### src/rtl/uart_frame_map.svh
`ifndef UART_FRAME_MAP_SVH
`define UART_FRAME_MAP_SVH

// Register word offsets on the plain register port
`define REG_CONFIG      4'h0
`define REG_BAUD        4'h1
`define REG_TXDATA      4'h2
`define REG_RXDATA      4'h3
`define REG_STATUS      4'h4
`define REG_MASK        4'h5
`define REG_ADDR        4'h6

// Frame configuration field positions
`define CFG_LEN_LO      0
`define CFG_LEN_HI      1
`define CFG_PAR_EN      2
`define CFG_PAR_LO      3
`define CFG_PAR_HI      4
`define CFG_XB_EN       5
`define CFG_STOP2       6
`define CFG_MP_EN       7
`define CFG_RESET       8'h03

// Status bit positions
`define ST_TX_DONE      0
`define ST_RX_READY     1
`define ST_PAR_ERR      2
`define ST_FRM_ERR      3
`define ST_OVERRUN      4
`define ST_TX_BUSY      5
`define ST_RX_BUSY      6
`define ST_RX_XBIT      7

// Baud divisor: clock cycles per bit, reset value
`define BAUD_RESET      16'h01b2
`define ADDR_RESET      8'h00

`endif

### src/rtl/uart_frame_pkg.sv
package uart_frame_pkg;
    typedef enum logic [1:0] {
        PAR_ODD,
        PAR_EVEN,
        PAR_MARK,
        PAR_SPACE
    } parity_t;

    typedef enum {
        S_IDLE,
        S_START,
        S_DATA,
        S_EXTRA,
        S_STOP1,
        S_STOP2
    } frame_state_t;

    typedef logic [7:0] byte_t;
endpackage : uart_frame_pkg

### src/rtl/uart_frame_formatter.sv
`timescale 1ns/10ps
`include "uart_frame_map.svh"

// Notes on behaviour
// - frame opens with one low start bit
// - data bits sent least significant first
// - data length five to eight bits
// - parity or extra bit after data
// - hardware parity even odd mark space
// - one or two high stop bits
// - extra bit off while parity enabled
// - two stop bits only for 6-8 bits
// - multiprocessor mode filters addressed frames
module uart_frame_formatter (
    input  wire logic                  REF_CLK,
    input  wire logic                  RSTN,
    input  wire logic [3:0]            ADDR,
    input  wire uart_frame_pkg::byte_t WDATA,
    input  wire logic                  WR,
    input  wire logic                  RD,
    output uart_frame_pkg::byte_t      RDATA,
    input  wire logic                  RXD,
    output logic                       TXD,
    output logic                       IRQ
);
    import uart_frame_pkg::*;

    // -----------------------------------------------------------
    // Registers
    // -----------------------------------------------------------
    byte_t        serial_frame_config;
    logic [15:0]  baud;
    byte_t        node_addr;
    byte_t        status;
    byte_t        mask;
    byte_t        rx_data;
    logic         parity_enable;
    logic         extra_bit_enable;
    logic         stop_two;
    logic         mp_enable;
    parity_t      parity_type;
    logic [3:0]   data_len;
    logic         tx_done_ev;
    logic         rx_ready_ev;
    logic         par_err_ev;
    logic         frm_err_ev;
    logic         ovr_ev;
    logic         tx_busy;
    logic         rx_busy;
    logic         rx_xbit;

    // Decoded frame options
    assign parity_enable    = serial_frame_config[`CFG_PAR_EN];
    assign extra_bit_enable = serial_frame_config[`CFG_XB_EN]
                              && !parity_enable;
    assign data_len = 4'h5 + {2'b00, serial_frame_config[1:0]};
    assign stop_two = serial_frame_config[`CFG_STOP2]
                      && (data_len != 4'h5);
    assign mp_enable   = serial_frame_config[`CFG_MP_EN];
    assign parity_type = parity_t'(serial_frame_config[4:3]);

    // Parity bit for a data word under the selected type
    function automatic logic parity_of(input byte_t d, input logic [3:0] n,
                                       input parity_t t);
        logic x;
        x = 1'b0;
        for (int i = 0; i < 8; i++) begin
            if (4'(i) < n) begin
                x = x ^ d[i];
            end
        end
        case (t)
            PAR_ODD:  parity_of = ~x;
            PAR_EVEN: parity_of = x;
            PAR_MARK: parity_of = 1'b1;
            default:  parity_of = 1'b0;
        endcase
    endfunction : parity_of

    // Software writes to configuration
    always_ff @(posedge REF_CLK) begin
        if (!RSTN) begin
            serial_frame_config <= `CFG_RESET;
            baud                <= `BAUD_RESET;
            node_addr           <= `ADDR_RESET;
            mask                <= 8'h00;
        end else if (WR) begin
            if (ADDR == `REG_CONFIG) begin
                serial_frame_config <= WDATA;
            end else if (ADDR == `REG_BAUD) begin
                baud <= {WDATA, 8'h00} | 16'h0010;
            end else if (ADDR == `REG_MASK) begin
                mask <= WDATA;
            end else if (ADDR == `REG_ADDR) begin
                node_addr <= WDATA;
            end
        end
    end

    // -----------------------------------------------------------
    // Transmitter
    // -----------------------------------------------------------
    frame_state_t tx_state;
    byte_t        tx_shift;
    logic [3:0]   tx_count;
    logic         tx_extra;
    logic         tx_tick;
    logic         tx_start;
    logic         tx_xbit_cfg;

    assign tx_start    = WR && (ADDR == `REG_TXDATA) && !tx_busy;
    assign tx_busy     = (tx_state != S_IDLE);
    // Extra bit value for sends comes from the multiprocessor bit
    assign tx_xbit_cfg = mp_enable;

    uart_bit_timer u_tx_timer (
        .REF_CLK   (REF_CLK),
        .RSTN      (RSTN),
        .restart   (tx_start),
        .divisor   (baud),
        .half_tick (),
        .full_tick (tx_tick)
    );

    // Transmit sequence
    always_ff @(posedge REF_CLK) begin
        if (!RSTN) begin
            tx_state <= S_IDLE;
            tx_shift <= 8'h00;
            tx_count <= 4'h0;
            tx_extra <= 1'b0;
            TXD      <= 1'b1;
        end else begin
            case (tx_state)
                S_IDLE: begin
                    TXD <= 1'b1;
                    if (tx_start) begin
                        tx_shift <= WDATA;
                        tx_extra <= parity_enable
                            ? parity_of(WDATA, data_len, parity_type)
                            : tx_xbit_cfg;
                        TXD      <= 1'b0;
                        tx_state <= S_START;
                    end
                end
                S_START: if (tx_tick) begin
                    TXD      <= tx_shift[0];
                    tx_shift <= {1'b0, tx_shift[7:1]};
                    tx_count <= 4'h1;
                    tx_state <= S_DATA;
                end
                S_DATA: if (tx_tick) begin
                    if (tx_count < data_len) begin
                        TXD      <= tx_shift[0];
                        tx_shift <= {1'b0, tx_shift[7:1]};
                        tx_count <= tx_count + 4'h1;
                    end else if (parity_enable || extra_bit_enable) begin
                        TXD      <= tx_extra;
                        tx_state <= S_EXTRA;
                    end else begin
                        TXD      <= 1'b1;
                        tx_state <= S_STOP1;
                    end
                end
                S_EXTRA: if (tx_tick) begin
                    TXD      <= 1'b1;
                    tx_state <= S_STOP1;
                end
                S_STOP1: if (tx_tick) begin
                    tx_state <= stop_two ? S_STOP2 : S_IDLE;
                end
                default: if (tx_tick) begin
                    tx_state <= S_IDLE;
                end
            endcase
        end
    end

    assign tx_done_ev = tx_tick && ((tx_state == S_STOP2)
                        || (tx_state == S_STOP1 && !stop_two));

    // -----------------------------------------------------------
    // Receiver
    // -----------------------------------------------------------
    logic         rxd_meta;
    logic         rxd_sync;
    logic         rxd_last;
    frame_state_t rx_state;
    byte_t        rx_shift;
    logic [3:0]   rx_count;
    logic         rx_par;
    logic         rx_half;
    logic         rx_fall;
    logic         rx_accept;

    // Two-stage synchroniser for the line
    always_ff @(posedge REF_CLK) begin
        if (!RSTN) begin
            rxd_meta <= 1'b1;
            rxd_sync <= 1'b1;
            rxd_last <= 1'b1;
        end else begin
            rxd_meta <= RXD;
            rxd_sync <= rxd_meta;
            rxd_last <= rxd_sync;
        end
    end

    assign rx_fall = (rx_state == S_IDLE) && rxd_last && !rxd_sync;
    assign rx_busy = (rx_state != S_IDLE);

    uart_bit_timer u_rx_timer (
        .REF_CLK   (REF_CLK),
        .RSTN      (RSTN),
        .restart   (rx_fall),
        .divisor   (baud),
        .half_tick (rx_half),
        .full_tick ()
    );

    // Receive sequence, sampling at mid-bit
    always_ff @(posedge REF_CLK) begin
        if (!RSTN) begin
            rx_state <= S_IDLE;
            rx_shift <= 8'h00;
            rx_count <= 4'h0;
            rx_par   <= 1'b0;
        end else begin
            case (rx_state)
                S_IDLE: if (rx_fall) begin
                    rx_state <= S_START;
                end
                S_START: if (rx_half) begin
                    // False start if line is high again mid-bit
                    rx_state <= rxd_sync ? S_IDLE : S_DATA;
                    rx_count <= 4'h0;
                    rx_shift <= 8'h00;
                end
                S_DATA: if (rx_half) begin
                    rx_shift[rx_count[2:0]] <= rxd_sync;
                    rx_count <= rx_count + 4'h1;
                    if (rx_count + 4'h1 == data_len) begin
                        rx_state <= (parity_enable || extra_bit_enable)
                                    ? S_EXTRA : S_STOP1;
                    end
                end
                S_EXTRA: if (rx_half) begin
                    rx_par   <= rxd_sync;
                    rx_state <= S_STOP1;
                end
                S_STOP1: if (rx_half) begin
                    rx_state <= S_IDLE;
                end
                default: rx_state <= S_IDLE;
            endcase
        end
    end

    // Frame end events; multiprocessor mode keeps only address frames
    // with a matching address, or data while addressed
    logic addressed;
    logic rx_end;
    assign rx_end    = (rx_state == S_STOP1) && rx_half;
    assign rx_accept = rx_end && (!mp_enable
                       || (rx_par && rx_shift == node_addr)
                       || (!rx_par && addressed));

    always_ff @(posedge REF_CLK) begin
        if (!RSTN) begin
            addressed <= 1'b0;
        end else if (rx_end && mp_enable && rx_par) begin
            addressed <= (rx_shift == node_addr);
        end
    end

    assign rx_ready_ev = rx_accept;
    assign par_err_ev  = rx_accept && parity_enable
        && (rx_par != parity_of(rx_shift, data_len, parity_type));
    assign frm_err_ev  = rx_end && !rxd_sync;
    assign ovr_ev      = rx_accept && status[`ST_RX_READY];

    // Received word and its extra bit
    always_ff @(posedge REF_CLK) begin
        if (!RSTN) begin
            rx_data <= 8'h00;
            rx_xbit <= 1'b0;
        end else if (rx_accept) begin
            rx_data <= rx_shift;
            rx_xbit <= rx_par;
        end
    end

    // -----------------------------------------------------------
    // Status and interrupt; set wins over read clear
    // -----------------------------------------------------------
    byte_t events;
    assign events = {3'b000, ovr_ev, frm_err_ev, par_err_ev,
                     rx_ready_ev, tx_done_ev};

    always_ff @(posedge REF_CLK) begin
        if (!RSTN) begin
            status <= 8'h00;
        end else if (RD && ADDR == `REG_STATUS) begin
            status <= events;
        end else begin
            status <= status | events;
        end
    end

    assign IRQ = |(status[4:0] & mask[4:0]);

    // Read data, one cycle after the strobe
    always_ff @(posedge REF_CLK) begin
        if (!RSTN) begin
            RDATA <= 8'h00;
        end else if (RD) begin
            if (ADDR == `REG_CONFIG) begin
                RDATA <= serial_frame_config;
            end else if (ADDR == `REG_BAUD) begin
                RDATA <= baud[15:8];
            end else if (ADDR == `REG_RXDATA) begin
                RDATA <= rx_data;
            end else if (ADDR == `REG_STATUS) begin
                RDATA <= {rx_xbit, rx_busy, tx_busy, status[4:0]};
            end else if (ADDR == `REG_MASK) begin
                RDATA <= mask;
            end else if (ADDR == `REG_ADDR) begin
                RDATA <= node_addr;
            end else begin
                RDATA <= 8'h00;
            end
        end else begin
            RDATA <= 8'h00;
        end
    end

    // -----------------------------------------------------------
    // Checks
    // -----------------------------------------------------------
    a_start_low: assert property (@(posedge REF_CLK) disable iff (!RSTN)
        tx_start |=> !TXD)
        else $error("start bit not low");
    a_first_lsb: assert property (@(posedge REF_CLK) disable iff (!RSTN)
        (tx_state == S_START && tx_tick) |=> TXD == $past(tx_shift[0]))
        else $error("first data bit not lsb");
    a_len_range: assert property (@(posedge REF_CLK) disable iff (!RSTN)
        data_len >= 4'h5 && data_len <= 4'h8)
        else $error("data length out of range");
    a_extra_slot: assert property (@(posedge REF_CLK) disable iff (!RSTN)
        (tx_state == S_DATA && tx_tick && tx_count == data_len
         && parity_enable) |=> tx_state == S_EXTRA)
        else $error("parity slot skipped");
    a_stop_high: assert property (@(posedge REF_CLK) disable iff (!RSTN)
        (tx_state == S_STOP1 || tx_state == S_STOP2) |-> TXD)
        else $error("stop bit low");
    a_no_xb_par: assert property (@(posedge REF_CLK) disable iff (!RSTN)
        parity_enable |-> !extra_bit_enable)
        else $error("extra bit with parity");
    a_stop_five: assert property (@(posedge REF_CLK) disable iff (!RSTN)
        tx_state == S_STOP2 |-> $past(data_len) != 4'h5)
        else $error("two stops for five bits");
    a_frm_flag: assert property (@(posedge REF_CLK) disable iff (!RSTN)
        frm_err_ev |=> status[`ST_FRM_ERR])
        else $error("framing error lost");
endmodule : uart_frame_formatter

### src/rtl/uart_bit_timer.sv
`timescale 1ns/10ps
// ---------------------------------------------------------------
// Bit timer: counts one bit time, pulses at the half and the end
// ---------------------------------------------------------------
module uart_bit_timer (
    input  wire logic        REF_CLK,
    input  wire logic        RSTN,
    input  wire logic        restart,
    input  wire logic [15:0] divisor,
    output logic             half_tick,
    output logic             full_tick
);
    logic [15:0] count;

    // Free count, restarted at each frame edge
    always_ff @(posedge REF_CLK) begin
        if (!RSTN || restart) begin
            count <= 16'h0000;
        end else if (count >= divisor - 16'h0001) begin
            count <= 16'h0000;
        end else begin
            count <= count + 16'h0001;
        end
    end

    assign half_tick = !restart && (count == {1'b0, divisor[15:1]});
    assign full_tick = !restart && (count >= divisor - 16'h0001);
endmodule : uart_bit_timer

### config.mk
export PLATFORM = sky130hd
export DESIGN_NAME = uart_frame_formatter
export DESIGN_NICKNAME = d
export VERILOG_FILES = /design/src/rtl/uart_frame_pkg.sv /design/src/rtl/uart_frame_formatter.sv /design/src/rtl/uart_bit_timer.sv
export VERILOG_INCLUDE_DIRS = /design/src /design/src/rtl
export SDC_FILE = /design/constraint.sdc
export NUM_CORES = 1
export LEC_CHECK = 0
export CORE_MARGIN = 3
export CORE_UTILIZATION = 60
export CTS_BUF_LIST = sky130_fd_sc_hd__clkbuf_4
export DETAILED_ROUTE_END_ITERATION = 8
export DONT_BUFFER_PORTS = 1
export PLACE_DENSITY_LB_ADDON = 0.12
export SYNTH_ARGS = -nofsm -noshare
export SYNTH_HDL_FRONTEND = slang
export SYNTH_HIERARCHICAL = 1
export SYNTH_SLANG_ARGS = --single-unit
### constraint.sdc
create_clock -name REF_CLK -period 3.84 [get_ports REF_CLK]
set_input_delay 0.192 -clock REF_CLK [delete_from_list [all_inputs] [get_ports REF_CLK]]
set_output_delay 0.192 -clock REF_CLK [all_outputs]
set_load 0.05 [all_outputs]
==> summary.md <==
| Metric | Value |
|---|---|
| Critical Path Sink Type | `flip-flop` |
| Routed met1 length | `8.28 mm` |
| Design internal power | `1.85 mW` |
| Cells along the critical path | `buf_4, nor4_1, nor2_1, ha_1, o211a_1, o31a_1, o21ba_2, nor4bb_1, a311o_2, nor2_1, a211oi_1` |
| GRT Total Usage | `0.281` |
| Post-synthesis cell area | `0.00756 sq mm` |
| Worst Hold Class | `input port to flip-flop` |
| DRT Pass-1 Iters | `6` |
| Starting DRT DRC Count | `792` |
| Clock power frac | `0.389` |
| Root buffer cell | `clkbuf_4` |
| Most frequent CP cell | `nor2_1` |
| Max Fanout on Critical Path | `26` |
| Total grt overflow | `0` |
| Ant. Diodes | `0` |
| Sw frac | `0.259` |
| Die height | `118 microns` |
| Top cell family by delay on the critical path | `simple AND/OR/NAND/NOR gates` |
| Routed met3 length | `1.45 mm` |
| Final Cycle Share | `0.872` |
| CP Buf/Inv Count | `1` |
| Comb pwr share | `0.081` |
| Post-Syn Instances | `901` |
| Ratio of cells with drive above 1 in the final layout | `0.0759` |
| Final Critical Period | `3.35 ns` |
| WL final | `19.2 mm` |
| Initial antenna violation count | `0` |
| Power Dens Cells | `305 mW/mm^2` |
| Core box area | `0.0122 sq mm` |
| Syn. warnings | `6` |
| Leakage | `3.16 nW` |
| Final setup TNS | `0 ns` |
| Top sig layer | `met4` |
| Max-slew headroom | `0.482` |
| Initial Util | `0.621` |
| Place WS | `0.555 ns` |
| Pin count of the biggest net entering global routing | `41` |
| Setup CP Type | `flip-flop to flip-flop` |
| Total CTS buffers | `17` |
| Post-CTS Resized | `0` |
| Unrepaired setup endpoints after global routing | `no` |
| Detailed placement HPWL | `13.5 mm` |
| Final setup fails | `0` |
| Maximum vdd drop | `0.305 mV` |
| Area growth syn-to-layout | `8.43%` |
| PortBufs | `0` |
| Final WS setup | `0.492 ns` |
| Clk sinks | `124` |
| Startpoint types | `flip-flop` |
| Seq pwr share | `0.529` |
| Cell row count | `40` |
| CP max-delay cell | `nor4_1` |
| CTS tree | `yes` |
| Clock transition at path regs | `0.10 ns` |
| Skew final | `0.0285 ns` |
| Mean Syn Cell Area | `8.39 sq um` |
| Max incr delay on CP | `0.58 ns` |
| I/O pin cnt | `27` |
| Layout Nets | `997` |
| Slew Limit Fails | `0` |
| Vias per cell | `5.99` |
| Clock network latency to the later pin of the worst-skew pair | `0.57 ns` |
| Via count | `6,696` |
| First-pass GRT wire length | `32.0 mm` |
| Psw | `0.649 mW` |
| Slew @ Worst Pin | `0.775 ns` |
| Longest Clk Path Bufs | `2` |
| Met2 wire len | `8.66 mm` |
| Final Hold Fails | `0` |
| Worst path required time | `4.31 ns` |
| Vias in the first global route | `6,461` |
| Maxcap violations | `0` |
| Gp weighted congestion | `0.927` |
| Die W | `118 microns` |
| DR WL/cell | `17.2 microns` |
| Status | `completed` |
| Highest clock rate | `299 MHz` |
| Die footprint | `0.0140 sq mm` |
| Antenna Nets Post-Route | `0` |
| # H-tree levels | `4` |
| DRC violation count after routing | `0` |
| Worst Path Arrival | `3.82 ns` |
==> sequential cells by signal (all words and copies together) (netlist names), 3 cells and up <==
| signal | flops |
|---|---|
| rx_shift | 8 |
| status | 5 |
| rx_count | 4 |
| rx_data | 8 |
| tx_shift | 8 |
| tx_count | 4 |
| u_tx_timer/count | 16 |
| serial_frame_config | 8 |
| baud | 9 |
| RDATA | 8 |
| rx_state | 3 |
| mask | 8 |
| tx_state | 3 |
| u_rx_timer/count | 16 |
| node_addr | 8 |
==> layer usage <==
metal,GRT usage,vias to the layer above
met5,0,-
met2,0.437,248
met4,0.135,0
li1,-,3250
met1,0.355,3142
met3,0.0866,56
==> per-stage QoR <==
stage               total power [mW]   util  hold WS, ns  cells  cell area [sq um]
finish                          2.50  0.674       0.0406   1117               8190
detailed placement              1.52  0.635        0.266   1067               7720
floorplan                       1.50      -        0.293    932               7670
global placement                1.51  0.635        0.264   1067               7720
CTS                             2.52  0.674      0.00923   1117               8190
global route                    2.60  0.674       0.0105   1117               8190
==> path summary, 6_finish.rpt <==
kind / start / endpoint / slack [ns] / cells past startpoint
worst max register to register: baud[7]$_SDFFE_PN1P_ / tx_shift[3]$_SDFFE_PN0P_ / 0.49 / 11
worst max-delay path: baud[7]$_SDFFE_PN1P_ / tx_shift[3]$_SDFFE_PN0P_ / 0.49 / 11
worst min-delay path: ADDR[2] / RDATA[6]$_SDFF_PN0_ / 0.04 / 4
worst min register to register: rxd_meta$_SDFF_PN1_ / rxd_sync$_SDFF_PN1_ / 0.46 / 1
==> what timing repair did <==
action,in CTS,in global routing
endpoints found under the setup margin,0,0
hold buffers,18,0
endpoints found under the hold margin,59,0
setup buffers,0,0
==> power by group through the flow <==
stage | Clock [mW] | Sequential [mW] | Combinational, mW
after floorplan | 0 | 1.35 | 0.156
after global placement | 0 | 1.35 | 0.162
after detailed placement | 0 | 1.35 | 0.168
after CTS | 0.993 | 1.32 | 0.200
after global routing | 1.05 | 1.33 | 0.228
final | 0.974 | 1.32 | 0.203
==> cells in the final DEF, fill, tap and decap left out, types with 4 or more instances in the layout <==
cell type / count
a211oi_1: 9
a21oi_1: 57
a22oi_1: 8
a31oi_1: 5
and3_1: 7
buf_4: 11
clkbuf_4: 20
clkinv_2: 5
conb_1: 33
dfxtp_1: 123
dlygate4sd3_1: 18
ha_1: 44
inv_1: 21
mux2_2: 4
mux2i_1: 45
nand2_1: 72
nand2b_1: 11
nand3_1: 44
nand4_1: 16
nor2_1: 117
nor2b_1: 14
nor3_1: 23
nor4_1: 21
o21a_1: 4
o21ai_0: 35
or3_1: 5
or4_1: 4
xnor2_1: 67
xor2_1: 30
==> final cells by class <==
| type | count | area, sq um |
|---|---|---|
| Tap cell | 168 | 210 |
| Timing Repair Buffer | 29 | 263 |
| Inverter | 23 | 100 |
| Clock inverter | 12 | 146 |
| Multi-Input combinational cell | 741 | 4840 |
| Sequential cell | 124 | 2480 |
| Fill cell | 1031 | 3970 |
| Clock buffer | 20 | 150 |
==> tightest hold or removal path: cells and delay by family <==
kind	cells	cell delay [ns]
compound gates	2	0.14
simple gates	2	0.22
No activity file was read; power rests on OpenSTA's default activity.
